`src/irc_map.vh`:
```
// Register offsets, field positions and reset values of the routing and receiver control bank.
`ifndef IRC_MAP_VH
`define IRC_MAP_VH
`define IRC_ADDR_W 7
`define IRC_OFF_ROUTE_LO 7'h07
`define IRC_OFF_ROUTE_HI 7'h08
`define IRC_OFF_FRAME_CFG 7'h09
`define IRC_OFF_LOCK_CTRL 7'h0a
`define IRC_OFF_WARN_CTRL 7'h0b
`define IRC_OFF_TUNE_CTRL 7'h0c
`define IRC_OFF_RX_STATUS 7'h0e
`define IRC_RST_ROUTE_LO 8'h00
`define IRC_RST_ROUTE_HI 8'h00
`define IRC_RST_FRAME_CFG 8'h00
`define IRC_RST_LOCK_CTRL 8'h40
`define IRC_RST_WARN_CTRL 8'h39
`define IRC_RST_TUNE_CTRL 8'h64
`define IRC_MASK_ROUTE_HI 8'hf7
`define IRC_MASK_FRAME_CFG 8'h33
`define IRC_MASK_LOCK_CTRL 8'hcf
`define IRC_BIT_PARITY_USE 5
`define IRC_BIT_FRAME_USE 4
`define IRC_BIT_LOOP_EN 7
`define IRC_BIT_DUTY_EN 6
`define IRC_BIT_CLR_WARN 7
`define IRC_AUX_NONE 2'h0
`define IRC_AUX_PARITY 2'h1
`define IRC_AUX_FRAME 2'h2
`define IRC_AUX_RSVD 2'h3
`define IRC_RST_STATUS 8'h00
`endif

```
`src/irc_bank.v`:
```
// Interrupt routing and data receiver control register bank.
//
// Operation
// RL1: A route bit at zero sends its event to pin A; all route bits reset zero.
// RL2: Low route bits 2,1,0 steer PLL locked, over threshold, output muted.
// RL3: High route register at 0x08, reset 0x00, bits 7,6,5,4,2,1,0 as listed.
// RL4: Aux pin function field: 0 none, 1 parity, 2 frame, 3 reserved.
// RL5: Host sets parity_in_use bit 5 whenever parity is used.
// RL6: Host sets frame_in_use bit 4 whenever the frame signal is used.
// RL7: Frame config register at 0x09 resets to 0x00.
// RL8: Lock control at 0x0A resets 0x40; bit 7 enables the lock loop.
// RL9: Bit 6 enables duty-cycle correction, reset one.
// RL10: Phase offset field sets locked phase 90 plus n times 11.25 degrees.
// RL11: Host keeps sign-magnitude phase offset within minus six to plus six.
// RL12: Writing one to warn control bit 7 clears status 0x0E bits 6 to 4.
// RL13: Host keeps warn control bits 6 to 0 at 0x39.
// RL14: Tuning control register at 0x0C resets to 0x64.
// RL15: Status bit 6 near end, bit 5 at start, bit 4 at end; read only.
// RL16: Each interrupt pin is the OR of the events routed to it.
// RL17: The clear-warning control is a self-clearing pulse.
`timescale 1ns/1ns
`include "irc_map.vh"
module irc_bank (
  // Clock and reset
  input wire core_clk_i,
  input wire resetn_i,
  // Register port from the serial control port
  input wire [6:0] reg_addr_i,
  input wire [7:0] reg_wdata_i,
  input wire reg_wr_i,
  input wire reg_rd_i,
  output reg [7:0] reg_rdata_o,
  // Event flags: {parity, sample_error_detect, loop warn, loop locked, rsvd, fifo under, fifo over, fifo warn}
  input wire [7:0] event_hi_i,
  // Event flags for the low route register, bit order as the register
  input wire [7:0] event_lo_i,
  // Lock loop status sources
  input wire loop_locked_i,
  input wire [2:0] warn_set_i,
  input wire clock_present_i,
  input wire loop_running_i,
  // Interrupt pins
  output reg interrupt_pin_a_o,
  output reg interrupt_pin_b_o,
  // Receiver controls
  output reg loop_enable_o,
  output reg duty_correct_o,
  output reg [3:0] phase_offset_o,
  output reg parity_in_use_o,
  output reg frame_in_use_o,
  output reg aux_parity_o,
  output reg aux_frame_o,
  output reg [7:0] tuning_o,
  output reg warn_clear_o
);
  // Register copies of the bank; the clear-warning bit is never stored.
  reg [7:0] route_lo_r;
  reg [7:0] route_hi_r;
  reg [7:0] frame_cfg_r;
  reg [7:0] lock_ctrl_r;
  reg [7:0] warn_ctrl_r;
  reg [7:0] tune_ctrl_r;
  reg clr_pulse_r;

  // Next values of the bank registers.
  reg [7:0] route_lo_nxt;
  reg [7:0] route_hi_nxt;
  reg [7:0] frame_cfg_nxt;
  reg [7:0] lock_ctrl_nxt;
  reg [7:0] warn_ctrl_nxt;
  reg [7:0] tune_ctrl_nxt;
  reg clr_pulse_nxt;

  // Next values of the registered outputs.
  reg pin_a_nxt;
  reg pin_b_nxt;
  reg loop_enable_nxt;
  reg duty_correct_nxt;
  reg [3:0] phase_offset_nxt;
  reg parity_in_use_nxt;
  reg frame_in_use_nxt;
  reg aux_parity_nxt;
  reg aux_frame_nxt;
  reg [7:0] tuning_nxt;
  reg warn_clear_nxt;
  reg [7:0] rdata_nxt;

  // Write selects, status word and router nets.
  wire sel_lo_w;
  wire sel_hi_w;
  wire sel_frame_w;
  wire sel_lock_w;
  wire sel_warn_w;
  wire sel_tune_w;
  wire [2:0] warn_w;
  wire pin_a_w;
  wire pin_b_w;
  wire [7:0] status_w;
  wire [7:0] hi_mask_w;
  wire [7:0] event_hi_w;
  genvar g;

  // Write select for one offset.
  function hit;
    input [6:0] a;
    input [6:0] off;
    begin
      hit = reg_wr_i && (a == off);
    end
  endfunction

  // RL4: aux pin decode.
  // Reserved code 3 drives neither function, so a stray write cannot enable both.
  function [1:0] aux_dec;
    input [1:0] mode;
    begin
      case (mode)
        `IRC_AUX_PARITY: aux_dec = 2'b01;
        `IRC_AUX_FRAME: aux_dec = 2'b10;
        default: aux_dec = 2'b00;
      endcase
    end
  endfunction

  // One strobe reaches at most one register; writes to status or unmapped offsets are dropped.
  assign sel_lo_w = hit(reg_addr_i, `IRC_OFF_ROUTE_LO);
  assign sel_hi_w = hit(reg_addr_i, `IRC_OFF_ROUTE_HI);
  assign sel_frame_w = hit(reg_addr_i, `IRC_OFF_FRAME_CFG);
  assign sel_lock_w = hit(reg_addr_i, `IRC_OFF_LOCK_CTRL);
  assign sel_warn_w = hit(reg_addr_i, `IRC_OFF_WARN_CTRL);
  assign sel_tune_w = hit(reg_addr_i, `IRC_OFF_TUNE_CTRL);

  always @* begin
    route_lo_nxt = route_lo_r;
    route_hi_nxt = route_hi_r;
    frame_cfg_nxt = frame_cfg_r;
    lock_ctrl_nxt = lock_ctrl_r;
    warn_ctrl_nxt = warn_ctrl_r;
    tune_ctrl_nxt = tune_ctrl_r;
    clr_pulse_nxt = 1'b0;

    // RL2: low route write.
    if (sel_lo_w) begin
      route_lo_nxt = reg_wdata_i;
    end
    // Unimplemented bits are masked so that they always read back zero.
    // RL3: high route write.
    if (sel_hi_w) begin
      route_hi_nxt = reg_wdata_i & `IRC_MASK_ROUTE_HI;
    end
    // RL7: frame config write.
    if (sel_frame_w) begin
      frame_cfg_nxt = reg_wdata_i & `IRC_MASK_FRAME_CFG;
    end
    // RL8: lock control write.
    if (sel_lock_w) begin
      lock_ctrl_nxt = reg_wdata_i & `IRC_MASK_LOCK_CTRL;
    end
    // RL17: self-clearing clear bit.
    // The bit is not stored, so the host never has to write it back to zero.
    if (sel_warn_w) begin
      warn_ctrl_nxt = {1'b0, reg_wdata_i[6:0]};
      clr_pulse_nxt = reg_wdata_i[`IRC_BIT_CLR_WARN];
    end
    // RL14: tuning write.
    if (sel_tune_w) begin
      tune_ctrl_nxt = reg_wdata_i;
    end
  end

  always @(posedge core_clk_i or negedge resetn_i) begin
    if (!resetn_i) begin
      // RL1: routes reset zero.
      route_lo_r <= `IRC_RST_ROUTE_LO;
      route_hi_r <= `IRC_RST_ROUTE_HI;
      // RL7: frame config reset.
      frame_cfg_r <= `IRC_RST_FRAME_CFG;
      // RL8: lock control reset.
      lock_ctrl_r <= `IRC_RST_LOCK_CTRL;
      warn_ctrl_r <= `IRC_RST_WARN_CTRL;
      // RL14: tuning reset value.
      tune_ctrl_r <= `IRC_RST_TUNE_CTRL;
      clr_pulse_r <= 1'b0;
    end else begin
      route_lo_r <= route_lo_nxt;
      route_hi_r <= route_hi_nxt;
      frame_cfg_r <= frame_cfg_nxt;
      lock_ctrl_r <= lock_ctrl_nxt;
      warn_ctrl_r <= warn_ctrl_nxt;
      tune_ctrl_r <= tune_ctrl_nxt;
      clr_pulse_r <= clr_pulse_nxt;
    end
  end

  // RL12: clear strobe to warnings.
  irc_warn u_warn (
    .core_clk_i(core_clk_i),
    .resetn_i(resetn_i),
    .warn_set_i(warn_set_i),
    .clear_i(clr_pulse_r),
    .warn_o(warn_w)
  );

  // RL3: route slot 3 ignored.
  // Bit 3 has no route bit behind it, so its event is dropped rather than sent to pin A.
  assign hi_mask_w = `IRC_MASK_ROUTE_HI;
  generate
    for (g = 0; g < 8; g = g + 1) begin : g_evt_hi
      assign event_hi_w[g] = event_hi_i[g] & hi_mask_w[g];
    end
  endgenerate

  // RL1: select zero steers to pin A.
  // RL2: low route events.
  irc_route u_route (
    .event_i({event_hi_w, event_lo_i}),
    .sel_i({route_hi_r, route_lo_r}),
    .pin_a_o(pin_a_w),
    .pin_b_o(pin_b_w)
  );

  // RL15: read-only status.
  // Bits 3 and 1 are reserved and read zero.
  assign status_w = {loop_locked_i, warn_w, 1'b0, clock_present_i, 1'b0, loop_running_i};

  always @* begin
    // RL16: pins from router.
    pin_a_nxt = pin_a_w;
    pin_b_nxt = pin_b_w;
    // RL8: loop enable.
    loop_enable_nxt = lock_ctrl_r[`IRC_BIT_LOOP_EN];
    // RL9: duty correction.
    duty_correct_nxt = lock_ctrl_r[`IRC_BIT_DUTY_EN];
    // RL10: phase offset field.
    phase_offset_nxt = lock_ctrl_r[3:0];
    parity_in_use_nxt = frame_cfg_r[`IRC_BIT_PARITY_USE];
    frame_in_use_nxt = frame_cfg_r[`IRC_BIT_FRAME_USE];
    // RL4: aux pin decode.
    {aux_frame_nxt, aux_parity_nxt} = aux_dec(frame_cfg_r[1:0]);
    tuning_nxt = tune_ctrl_r;
    warn_clear_nxt = clr_pulse_r;
  end

  // Read data holds between reads, so a slow host may sample it late; unmapped offsets read zero.
  always @* begin
    rdata_nxt = reg_rdata_o;
    if (reg_rd_i) begin
      case (reg_addr_i)
        `IRC_OFF_ROUTE_LO: rdata_nxt = route_lo_r;
        `IRC_OFF_ROUTE_HI: rdata_nxt = route_hi_r;
        `IRC_OFF_FRAME_CFG: rdata_nxt = frame_cfg_r;
        `IRC_OFF_LOCK_CTRL: rdata_nxt = lock_ctrl_r;
        `IRC_OFF_WARN_CTRL: rdata_nxt = warn_ctrl_r;
        `IRC_OFF_TUNE_CTRL: rdata_nxt = tune_ctrl_r;
        `IRC_OFF_RX_STATUS: rdata_nxt = status_w;
        default: rdata_nxt = 8'h00;
      endcase
    end
  end

  // Outputs registered so pins and controls come straight from flip-flops.
  // The cost is one cycle of delay between a register write and its control output.
  always @(posedge core_clk_i or negedge resetn_i) begin
    if (!resetn_i) begin
      // RL16: pins idle low.
      interrupt_pin_a_o <= 1'b0;
      interrupt_pin_b_o <= 1'b0;
      // RL8: loop disabled.
      loop_enable_o <= 1'b0;
      // RL9: duty correction on.
      duty_correct_o <= 1'b1;
      // RL10: phase offset zero.
      phase_offset_o <= 4'h0;
      parity_in_use_o <= 1'b0;
      frame_in_use_o <= 1'b0;
      // RL4: no aux function.
      aux_parity_o <= 1'b0;
      aux_frame_o <= 1'b0;
      // RL14: tuning reset copy.
      tuning_o <= `IRC_RST_TUNE_CTRL;
      // RL17: no clear pulse.
      warn_clear_o <= 1'b0;
      reg_rdata_o <= 8'h00;
    end else begin
      interrupt_pin_a_o <= pin_a_nxt;
      interrupt_pin_b_o <= pin_b_nxt;
      loop_enable_o <= loop_enable_nxt;
      duty_correct_o <= duty_correct_nxt;
      phase_offset_o <= phase_offset_nxt;
      parity_in_use_o <= parity_in_use_nxt;
      frame_in_use_o <= frame_in_use_nxt;
      aux_parity_o <= aux_parity_nxt;
      aux_frame_o <= aux_frame_nxt;
      tuning_o <= tuning_nxt;
      warn_clear_o <= warn_clear_nxt;
      reg_rdata_o <= rdata_nxt;
    end
  end
endmodule // irc_bank

```
`src/irc_route.v`:
```
// Steers event flags onto the two interrupt pins by a per-flag select word.
`timescale 1ns/1ns
module irc_route (
  // Events and selects
  input wire [15:0] event_i,
  input wire [15:0] sel_i,
  // Pin requests
  output wire pin_a_o,
  output wire pin_b_o
);
  // RL1: select low picks A.
  // RL16: OR per pin.
  assign pin_a_o = |(event_i & ~sel_i);
  assign pin_b_o = |(event_i & sel_i);
endmodule // irc_route

```
`src/irc_warn.v`:
```
// Holds the three receiver warning status bits with a clear strobe.
`timescale 1ns/1ns
module irc_warn (
  // Clock and reset
  input wire core_clk_i,
  input wire resetn_i,
  // Warning sources and clear
  input wire [2:0] warn_set_i,
  input wire clear_i,
  // Status
  output reg [2:0] warn_o
);
  // RL12: warnings cleared on strobe.
  // A warning that is set in the clearing cycle survives, so no event is lost.
  always @(posedge core_clk_i or negedge resetn_i) begin
    if (!resetn_i) begin
      warn_o <= 3'h0;
    end else begin
      warn_o <= (clear_i ? 3'h0 : warn_o) | warn_set_i;
    end
  end
endmodule // irc_warn

```
`config.mk`:
```
export PLATFORM = sky130hd
export DESIGN_NAME = irc_bank
export DESIGN_NICKNAME = d
export VERILOG_FILES = /design/src/irc_bank.v /design/src/irc_route.v /design/src/irc_warn.v
export VERILOG_INCLUDE_DIRS = /design/src
export SDC_FILE = /design/constraint.sdc
export NUM_CORES = 1
export LEC_CHECK = 0
export ABC_AREA = 1
export BUFFER_PORTS_ARGS = -buffer_cell sky130_fd_sc_hd__buf_2
export CORE_UTILIZATION = 25
export DETAILED_ROUTE_END_ITERATION = 16
export PLACE_DENSITY = 0.45
export RECOVER_POWER = 50
export SETUP_SLACK_MARGIN = 0.3
export SLEW_MARGIN = 10
export SYNTH_ARGS = -nofsm -noshare
export SYNTH_HDL_FRONTEND = slang
export SYNTH_SLANG_ARGS = --single-unit
```
`constraint.sdc`:
```
create_clock -name core_clk_i -period 1.4 [get_ports core_clk_i]
set_clock_uncertainty 0.15 [all_clocks]
set_input_delay 0.42 -clock core_clk_i [delete_from_list [all_inputs] [get_ports core_clk_i]]
set_output_delay 0.42 -clock core_clk_i [all_outputs]
set_load 0.02 [all_outputs]
```
==> results of run 1 <==
## logic make-up after synthesis
group / Yosys count / synth area share, %
compound gates: 55 / 10.8
buf+inv: 55 / 7.52
flops: 73 / 54.6
simple gates: 196 / 27.1
## worst paths after layout
check                                         endpoint  slack (ns)  depth (start not counted)                  startpoint
hold reg to reg               duty_correct_o$_DFF_PN1_        0.24                          0  lock_ctrl_r[6]$_DFFE_PN1P_
hold / removal              u_warn.warn_o[2]$_DFF_PN0_        0.14                          2               warn_set_i[2]
max in group asynchronous    route_hi_r[1]$_DFFE_PN0P_        0.18                          2                    resetn_i
min in group asynchronous        tuning_o[0]$_DFF_PN0_        0.22                          2                    resetn_i
setup reg to reg           interrupt_pin_a_o$_DFF_PN0_        0.19                          3   route_hi_r[6]$_DFFE_PN0P_
setup / recovery                           tuning_o[2]       -0.13                          1       tuning_o[2]$_DFF_PN1_
## synth_stat cells (all sizes together)
cell type / number / area, um^2
nand2: 117 / 459
dfrtp: 61 / 1530
inv: 45 / 169
o21ai: 45 / 289
nand3: 42 / 243
nor2: 33 / 191
dfstp: 12 / 315
buf: 9 / 81.3
o21bai: 3 / 22.5
nand4: 2 / 12.5
nor3: 2 / 10.0
o2111ai: 2 / 17.5
o22ai: 2 / 12.5
a21oi: 1 / 5.00
a221oi: 1 / 8.76
a22o: 1 / 8.76
clkbuf: 1 / 3.75
## power groups by stage
stage,combinational (mW),clock (mW),sequential [mW]
3_3_place_gp,0.585,0,2.42
2_1_floorplan,0.270,0,2.45
4_1_cts,0.803,2.60,2.43
5_1_grt,0.937,2.70,2.46
6_report,0.863,2.54,2.44
3_5_place_dp,0.593,0,2.43
## flip-flops by register name, indices dropped and copies added, names as in the netlist, 3 cells and up
| signal | count |
|---|---|
| reg_rdata_o | 8 |
| route_lo_r | 8 |
| tune_ctrl_r | 8 |
| tuning_o | 8 |
| route_hi_r | 7 |
| warn_ctrl_r | 7 |
| lock_ctrl_r | 6 |
| frame_cfg_r | 4 |
| phase_offset_o | 4 |
| u_warn.warn_o | 3 |
## layer usage
| metal | GRT usage, % | wire (um) |
|---|---|---|
| met1 | 21.7 | 4800 |
| met2 | 24.7 | 4820 |
| met3 | 3.91 | 500 |
| met4 | 5.93 | 173 |
| met5 | 0 | 0 |
## cell type report
cell class	instances	area [um^2]	share of cell area, %
clock inverters	4	75.1	1.35
flip-flops and latches	73	1850	33.3
inverters	45	206	3.72
repair buffers	109	1090	19.6
multi-input cells	253	1860	33.5
clock buffers	12	256	4.62
well taps	176	220	3.97
## per-stage QoR
stage               total power, mW  std cells  cell area [um^2]  hold slack (ns)  setup TNS [ns]
floorplan                      2.72        379              3440          -0.0256               0
global placement               3.01        629              4080            0.220          -11.24
detailed placement             3.02        629              4080            0.220          -11.82
CTS                            5.83        666              5290          -0.0235           -1.39
global route                   6.11        672              5550            0.141           -1.98
finish                         5.85        672              5550            0.136          -0.950
## timing repair
| action | CTS | global route |
|---|---|---|
| endpoints found under the hold margin | 61 | 28 |
| setup buffers | 15 | 6 |
| endpoints found under the setup margin | 80 | 80 |
| pin swaps | 50 | 40 |
| gates cloned | 6 | 0 |
| resized for setup | 186 | 62 |
==> key figures, run 1 <==
Critical path
  – WS Path Type: register to primary output
  – Crit path max-delay family: flip-flops
  – Worst Setup End Kind: primary output
  – Max incr delay on CP: between 0.5 and 0.6 ns
  – Slowest cell on the critical path: dfstp_2
  – Buf/Inv on CP: 1
  – Crit-path max FO: 1
  – Worst path cell trace: buf_6
  – Worst Path Required: 0.83 ns
  – Type of origin of the critical path: register
  – Critical path arrival: 0.96 ns

Finish
  – Share of cells above drive strength 1: a little under three fifths
  – ANT cells: 0
  – Commonest non-fill, non-tap cell in the layout: nand2_1
  – Most frequent cells in the layout: nand2_1, dfrtp_1, buf_6
  – Fillers: ~1,300
  – P&R area growth vs syn: 64.5%
  – Nets: about 530
  – Final Core Density: a little over two fifths

Pwr
  – Leak Pwr: 2.56 nW
  – Combinational power share: between 10% and 20%
  – Sw Ratio: between 20 and 30%
  – Sw Pwr: 1.51 mW
  – Reg power frac: roughly two fifths
  – Pwr dens: 1050 nW/um^2
  – Peak supply drop: between 0.5 and 0.6 mV
  – Internal power: roughly 4.3 mW
  – Clk pwr share: 43.5%

Clock tree
  – TritonCTS Buffers: 9
  – Clk Latency, worst-skew pair: between 0.3 and 0.4 ns
  – TritonCTS clock tree: built
  – CTS Sinks: between 70 and 80
  – CTS Buffer Depth: 2
  – CTS Root Cell: clkbuf_16
  – H-tree levels: 3
  – Clock-pin transition on the worst setup and hold timing paths: 0.06 ns

Floorplanning
  – Die ar.: roughly 14,000 um^2
  – Core Area: about 13,000 um^2
  – Std-Cell Rows: 42
  – Die Wd: 118 um
  – Ports: 70
  – Die Y: 118 um
  – Initial Utilization: 25.6%

Route
  – TritonRoute pass-1 iters: 4
  – WL final: roughly 10 mm
  – Vias post-DR: 2,969
  – DR iter-0 viols: about 220
  – Routed Antenna Nets: 0
  – WL/cell: about 15 um
  – Drt drc: 0
  – Vias per inst: around 4.4

Timing
  – Final setup viols: 19
  – Worst setup margin: -0.135 ns
  – Worst-Margin Slew: ~1 ns
  – Fmax: 652 MHz
  – Rel. slew slack: ~33%
  – Hold Fails Final Rpt: 0
  – RSZ-0062 raised after global routing: yes
  – Final Slew Violations: 0
  – Fin crit share: 110%
  – Final Critical Period: between 1.5 and 2 ns

Outcome
  – Status: complete, but fails checks
  – Failing checks: negative setup slack

Yosys
  – Seq cells post-synth: 73
  – Distinct cells, synth: 29
  – Syn nets: 420
  – Post-Syn Instances: around 380
  – Synthesized area: ~3400 um^2
  – Yosys synthesis warning count: 0
  – Avg Cell Area, Syn: between 8 and 9 um^2
  – Sequential element share of the synthesized area: 54.6%

Global routing
  – Initial antenna violation count: 0
  – Gr usage total: between 10% and 20%
  – Vias in the first global route: approximately 3,100
  – First-pass GRT wire length: 16.7 mm
  – GRT Residual Overflow: 0
  – Largest net degree at the start of global routing: 74

Place
  – RePlAce Congestion: 0.848
  – DPL Wire Length: between 7 and 8 mm
  – Port Buffers: ~70
  – Pre-CTS setup slack: -0.340 ns

Flow run
  – # Max-Cap Violations: 0

Worst hold path
  – HP Class: input port to register
(Power assumes the default switching activity.)
==> inputs of run 2 (changes only) <==
- SYNTH_HIERARCHICAL: not set -> 1
==> key figures, run 2 <==
Pwr
  – Leak Pwr: 2.76 nW (+8.0%)
  – Peak supply drop: 0.609 mV (+11%)
  – Pwr dens: 1010 nW/um^2 (-4.4%)

Timing
  – RSZ-0062 raised after global routing: yes
  – Fmax: 645 MHz (-1.0%)
  – Final setup viols: 29 (+10)
  – Rel. slew slack: 62.1% (+29 points)
  – Final Slew Violations: 0 (unchanged)
  – Worst-Margin Slew: 0.569 ns (-0.437 ns)
  – Fin crit share: 111% (+1.1 points)
  – Hold Fails Final Rpt: 0 (unchanged)
  – Worst setup margin: -0.151 ns (-0.0160 ns)
  – Hold slack: 0.104 ns (-0.0324 ns)
  – Final Critical Period: 1.55 ns (+0.0160 ns)

Route
  – Routed Antenna Nets: 0 (unchanged)
  – WL final: 10.7 mm (+3.7%)
  – TritonRoute pass-1 iters: 4 (unchanged)
  – WL/cell: 14.8 um (-3.4%)
  – Vias post-DR: 3,110 (+4.7%)
  – Vias per inst: 4.31 (-2.5%)
  – Drt drc: 0 (unchanged)
  – DR iter-0 viols: 124 (-43%)

Finish
  – Share of cells above drive strength 1: 52.2% (-5.1 points)
  – Final Core Density: 44.4% (+2.4 points)
  – P&R area growth vs syn: 72.6%
  – Storage cell area: 1840 um^2 (-0.14%)
  – Filler-free cell count of the finished design: 722 (+7.4%)
  – Commonest non-fill, non-tap cell in the layout: nand2_1
  – Nets: 582 (+9.4%)
  – Multi-input logic area: 1940 um^2 (+4.0%)
  – Fillers: 1,264 (+0.24%)
  – Non-Filler Cell Area, Final: 5930 um^2 (+6.9%)
  – ANT cells: 0 (unchanged)
  – Most frequent cells in the layout: nand2_1, dfrtp_1, buf_6

Critical path
  – Reg2Reg Depth: 6 (+3)
  – Slowest cell on the critical path: dfstp_2
  – Max incr delay on CP: 0.53 ns (about the same)
  – Critical path arrival: 0.98 ns (+0.02 ns)
  – Buf/Inv on CP: 1 (unchanged)
  – Crit-path max FO: 1 (unchanged)
  – CP Capture Point: tuning_o[2]
  – Crit path max-delay family: flip-flops
  – CP startpoint: tuning_o[2]$_DFF_PN1_
  – Worst Path Required: 0.83 ns (about the same)
  – Type of origin of the critical path: register
  – Worst R2R Setup Slack: 0.24 ns (+0.05 ns)
  – Worst path cell trace: buf_6
  – Worst r2r src: warn_ctrl_r[1]$_DFFE_PN0P_
  – WS Path Type: register to primary output
  – Worst Setup End Kind: primary output
  – CP Depth: 1 (unchanged)
  – Reg2reg end: reg_rdata_o[1]$_DFFE_PN0P_

Global routing
  – Vias in the first global route: 3,229 (+2.9%)
  – GRT Residual Overflow: 0 (unchanged)
  – Initial antenna violation count: 0 (unchanged)
  – Gr usage total: 15.7% (-0.32 points)
  – Largest net degree at the start of global routing: 40 (-46%)
  – First-pass GRT wire length: 16.8 mm (+0.62%)

Yosys
  – Distinct cells, synth: 24 (-17%)
  – Area share of the largest cell type after synthesis: 44.4% (-0.81 points)
  – Avg Cell Area, Syn: 8.36 um^2 (-6.1%)
  – Top_reg_cell synth: dfrtp_1
  – Most frequent cell after synthesis: nand2_1
  – Main area contributors after synthesis: dfrtp_1, nand2_1, dfstp_2
  – Post-synth top cells: nand2_1, dfrtp_1, inv_1
  – Post-Syn Instances: 411 (+8.4%)
  – EDFF count, synth: 0 (unchanged)
  – Synthesized area: 3440 um^2 (+1.8%)
  – Yosys top cell by area: dfrtp_1
  – Seq cells post-synth: 73 (unchanged)
  – Sequential element share of the synthesized area: 53.6% (-0.97 points)
  – Asr flop ratio synth: 100% (unchanged)
  – Yosys synthesis warning count: 6 (+6)

Clock tree
  – CTS Buffer Depth: 2 (unchanged)
  – CTS Sinks: 73 (unchanged)
  – Clock-pin transition on the worst setup and hold timing paths: 0.06 ns (about the same)
  – TritonCTS clock tree: built
  – TritonCTS Buffers: 9 (unchanged)
  – Clk Latency, worst-skew pair: 0.34 ns (about the same)
  – CTS Root Cell: clkbuf_16
  – H-tree levels: 3 (unchanged)

Floorplanning
  – Die Wd: 119 um (+0.89%)
  – Std-Cell Rows: 42 (unchanged)
  – Core Area: 13,300 um^2 (+1.2%)
  – Die Y: 119 um (+0.89%)
  – Die ar.: 14,200 um^2 (+1.8%)
  – Initial Utilization: 25.7% (+0.16 points)
  – Ports: 70 (unchanged)

Place
  – Pre-CTS setup slack: -0.402 ns (-0.0619 ns)
  – DPL Wire Length: 6.97 mm (-1.2%)
  – Port Buffers: 68 (unchanged)
  – Dpl cells: 666 (+5.9%)
  – RePlAce Congestion: 0.822 (-3.1%)
  – Placed cell area: 4190 um^2 (+2.7%)

Flow run
  – # Max-Cap Violations: 0 (unchanged)

Outcome
  – Status: complete, but fails checks
  – Failing checks: negative setup slack

Worst hold path
  – Worst hold path cell count: 3 (+1)
  – HP Class: input port to register
==> run 2: changes by cell type in the layout (fill, tap and decap cells not counted), sizes merged, moves of 3 or more <==
| cell | delta |
|---|---|
| nand2 | +29 |
| buf | +10 |
| inv | +10 |
| o21ai | -5 |
| conb | +4 |
| o21a | +4 |
| nand4 | +3 |
| o21bai | -3 |
==> run 2: cell families after synthesis <==
family	Yosys count	synth area share, %
flip-flops	73	53.6
AO/OA/AOI/OAI	44	7.14
other	1	0.109
AND/OR/NAND/NOR	227	30.0
buffers and inverters	66	9.14
==> run 2: area by class of cell <==
class,count,area share (%)
clock buffer,9,3.80
tap,176,3.71
inverter,55,4.16
multi-input combinational,278,32.6
timing repair buffer,124,22.6
clock inverter,7,2.00
sequential,73,31.1
==> run 2: metrics by stage <==
| step | TNS [ns] | power (mW) |
|---|---|---|
| 4_1_cts | -1.61 | 5.96 |
| 2_1_floorplan | -0.592 | 2.74 |
| 3_5_place_dp | -14.64 | 3.04 |
| 6_report | -1.21 | 5.98 |
| 3_3_place_gp | -14.33 | 3.03 |
| 5_1_grt | -2.12 | 6.21 |
==> run 2: what timing repair did <==
action / CTS / global route
endpoints found under the setup margin: 79 / 83
hold buffers: 1 / 0
endpoints found under the hold margin: 61 / 0
cloned: 9 / 2
pin swaps: 56 / 62
setup buffers: 15 / 13
resized for setup: 189 / 74
==> run 2: worst min-delay path by stage <==
stage                                     from                         end  slack, ns
finish                           warn_set_i[2]  u_warn/warn_o[2]$_DFF_PN0_       0.10
global route                     warn_set_i[2]  u_warn/warn_o[2]$_DFF_PN0_       0.11
CTS                              warn_set_i[2]  u_warn/warn_o[2]$_DFF_PN0_        0.1
detailed placement  tune_ctrl_r[5]$_DFFE_PN1P_       tuning_o[5]$_DFF_PN1_       0.23
global placement    tune_ctrl_r[5]$_DFFE_PN1P_       tuning_o[5]$_DFF_PN1_       0.23
floorplan                             resetn_i       aux_frame_o$_DFF_PN0_      -0.03
==> run 2: routing by layer <==
layer  vias to the layer above  track usage (%)  wire (um)
met1                      1471             20.6       4730
met2                        65             24.9       5270
met3                        17             3.98        499
li1                       1557                -          -
met4                         0             5.54        181
met5                         -                0          0
==> run 2: power breakdown <==
group | switching (mW) | internal (mW) | leakage [nW] | total, mW
Clock | 0.905 | 1.74 | 0.162 | 2.64
Combinational | 0.478 | 0.417 | 1.69 | 0.895
Sequential | 0.154 | 2.28 | 0.915 | 2.44
Total | 1.54 | 4.44 | 2.76 | 5.98
==> run 2: worst reg2reg max path: stages, from the launching register on <==
cell	delay, ns
dfrtp_1	0.41
nand3_1	0.10
nand2_1	0.05
nor2_1	0.14
nand2_2	0.09
nand2_1	0.07
nand2_1	0.05
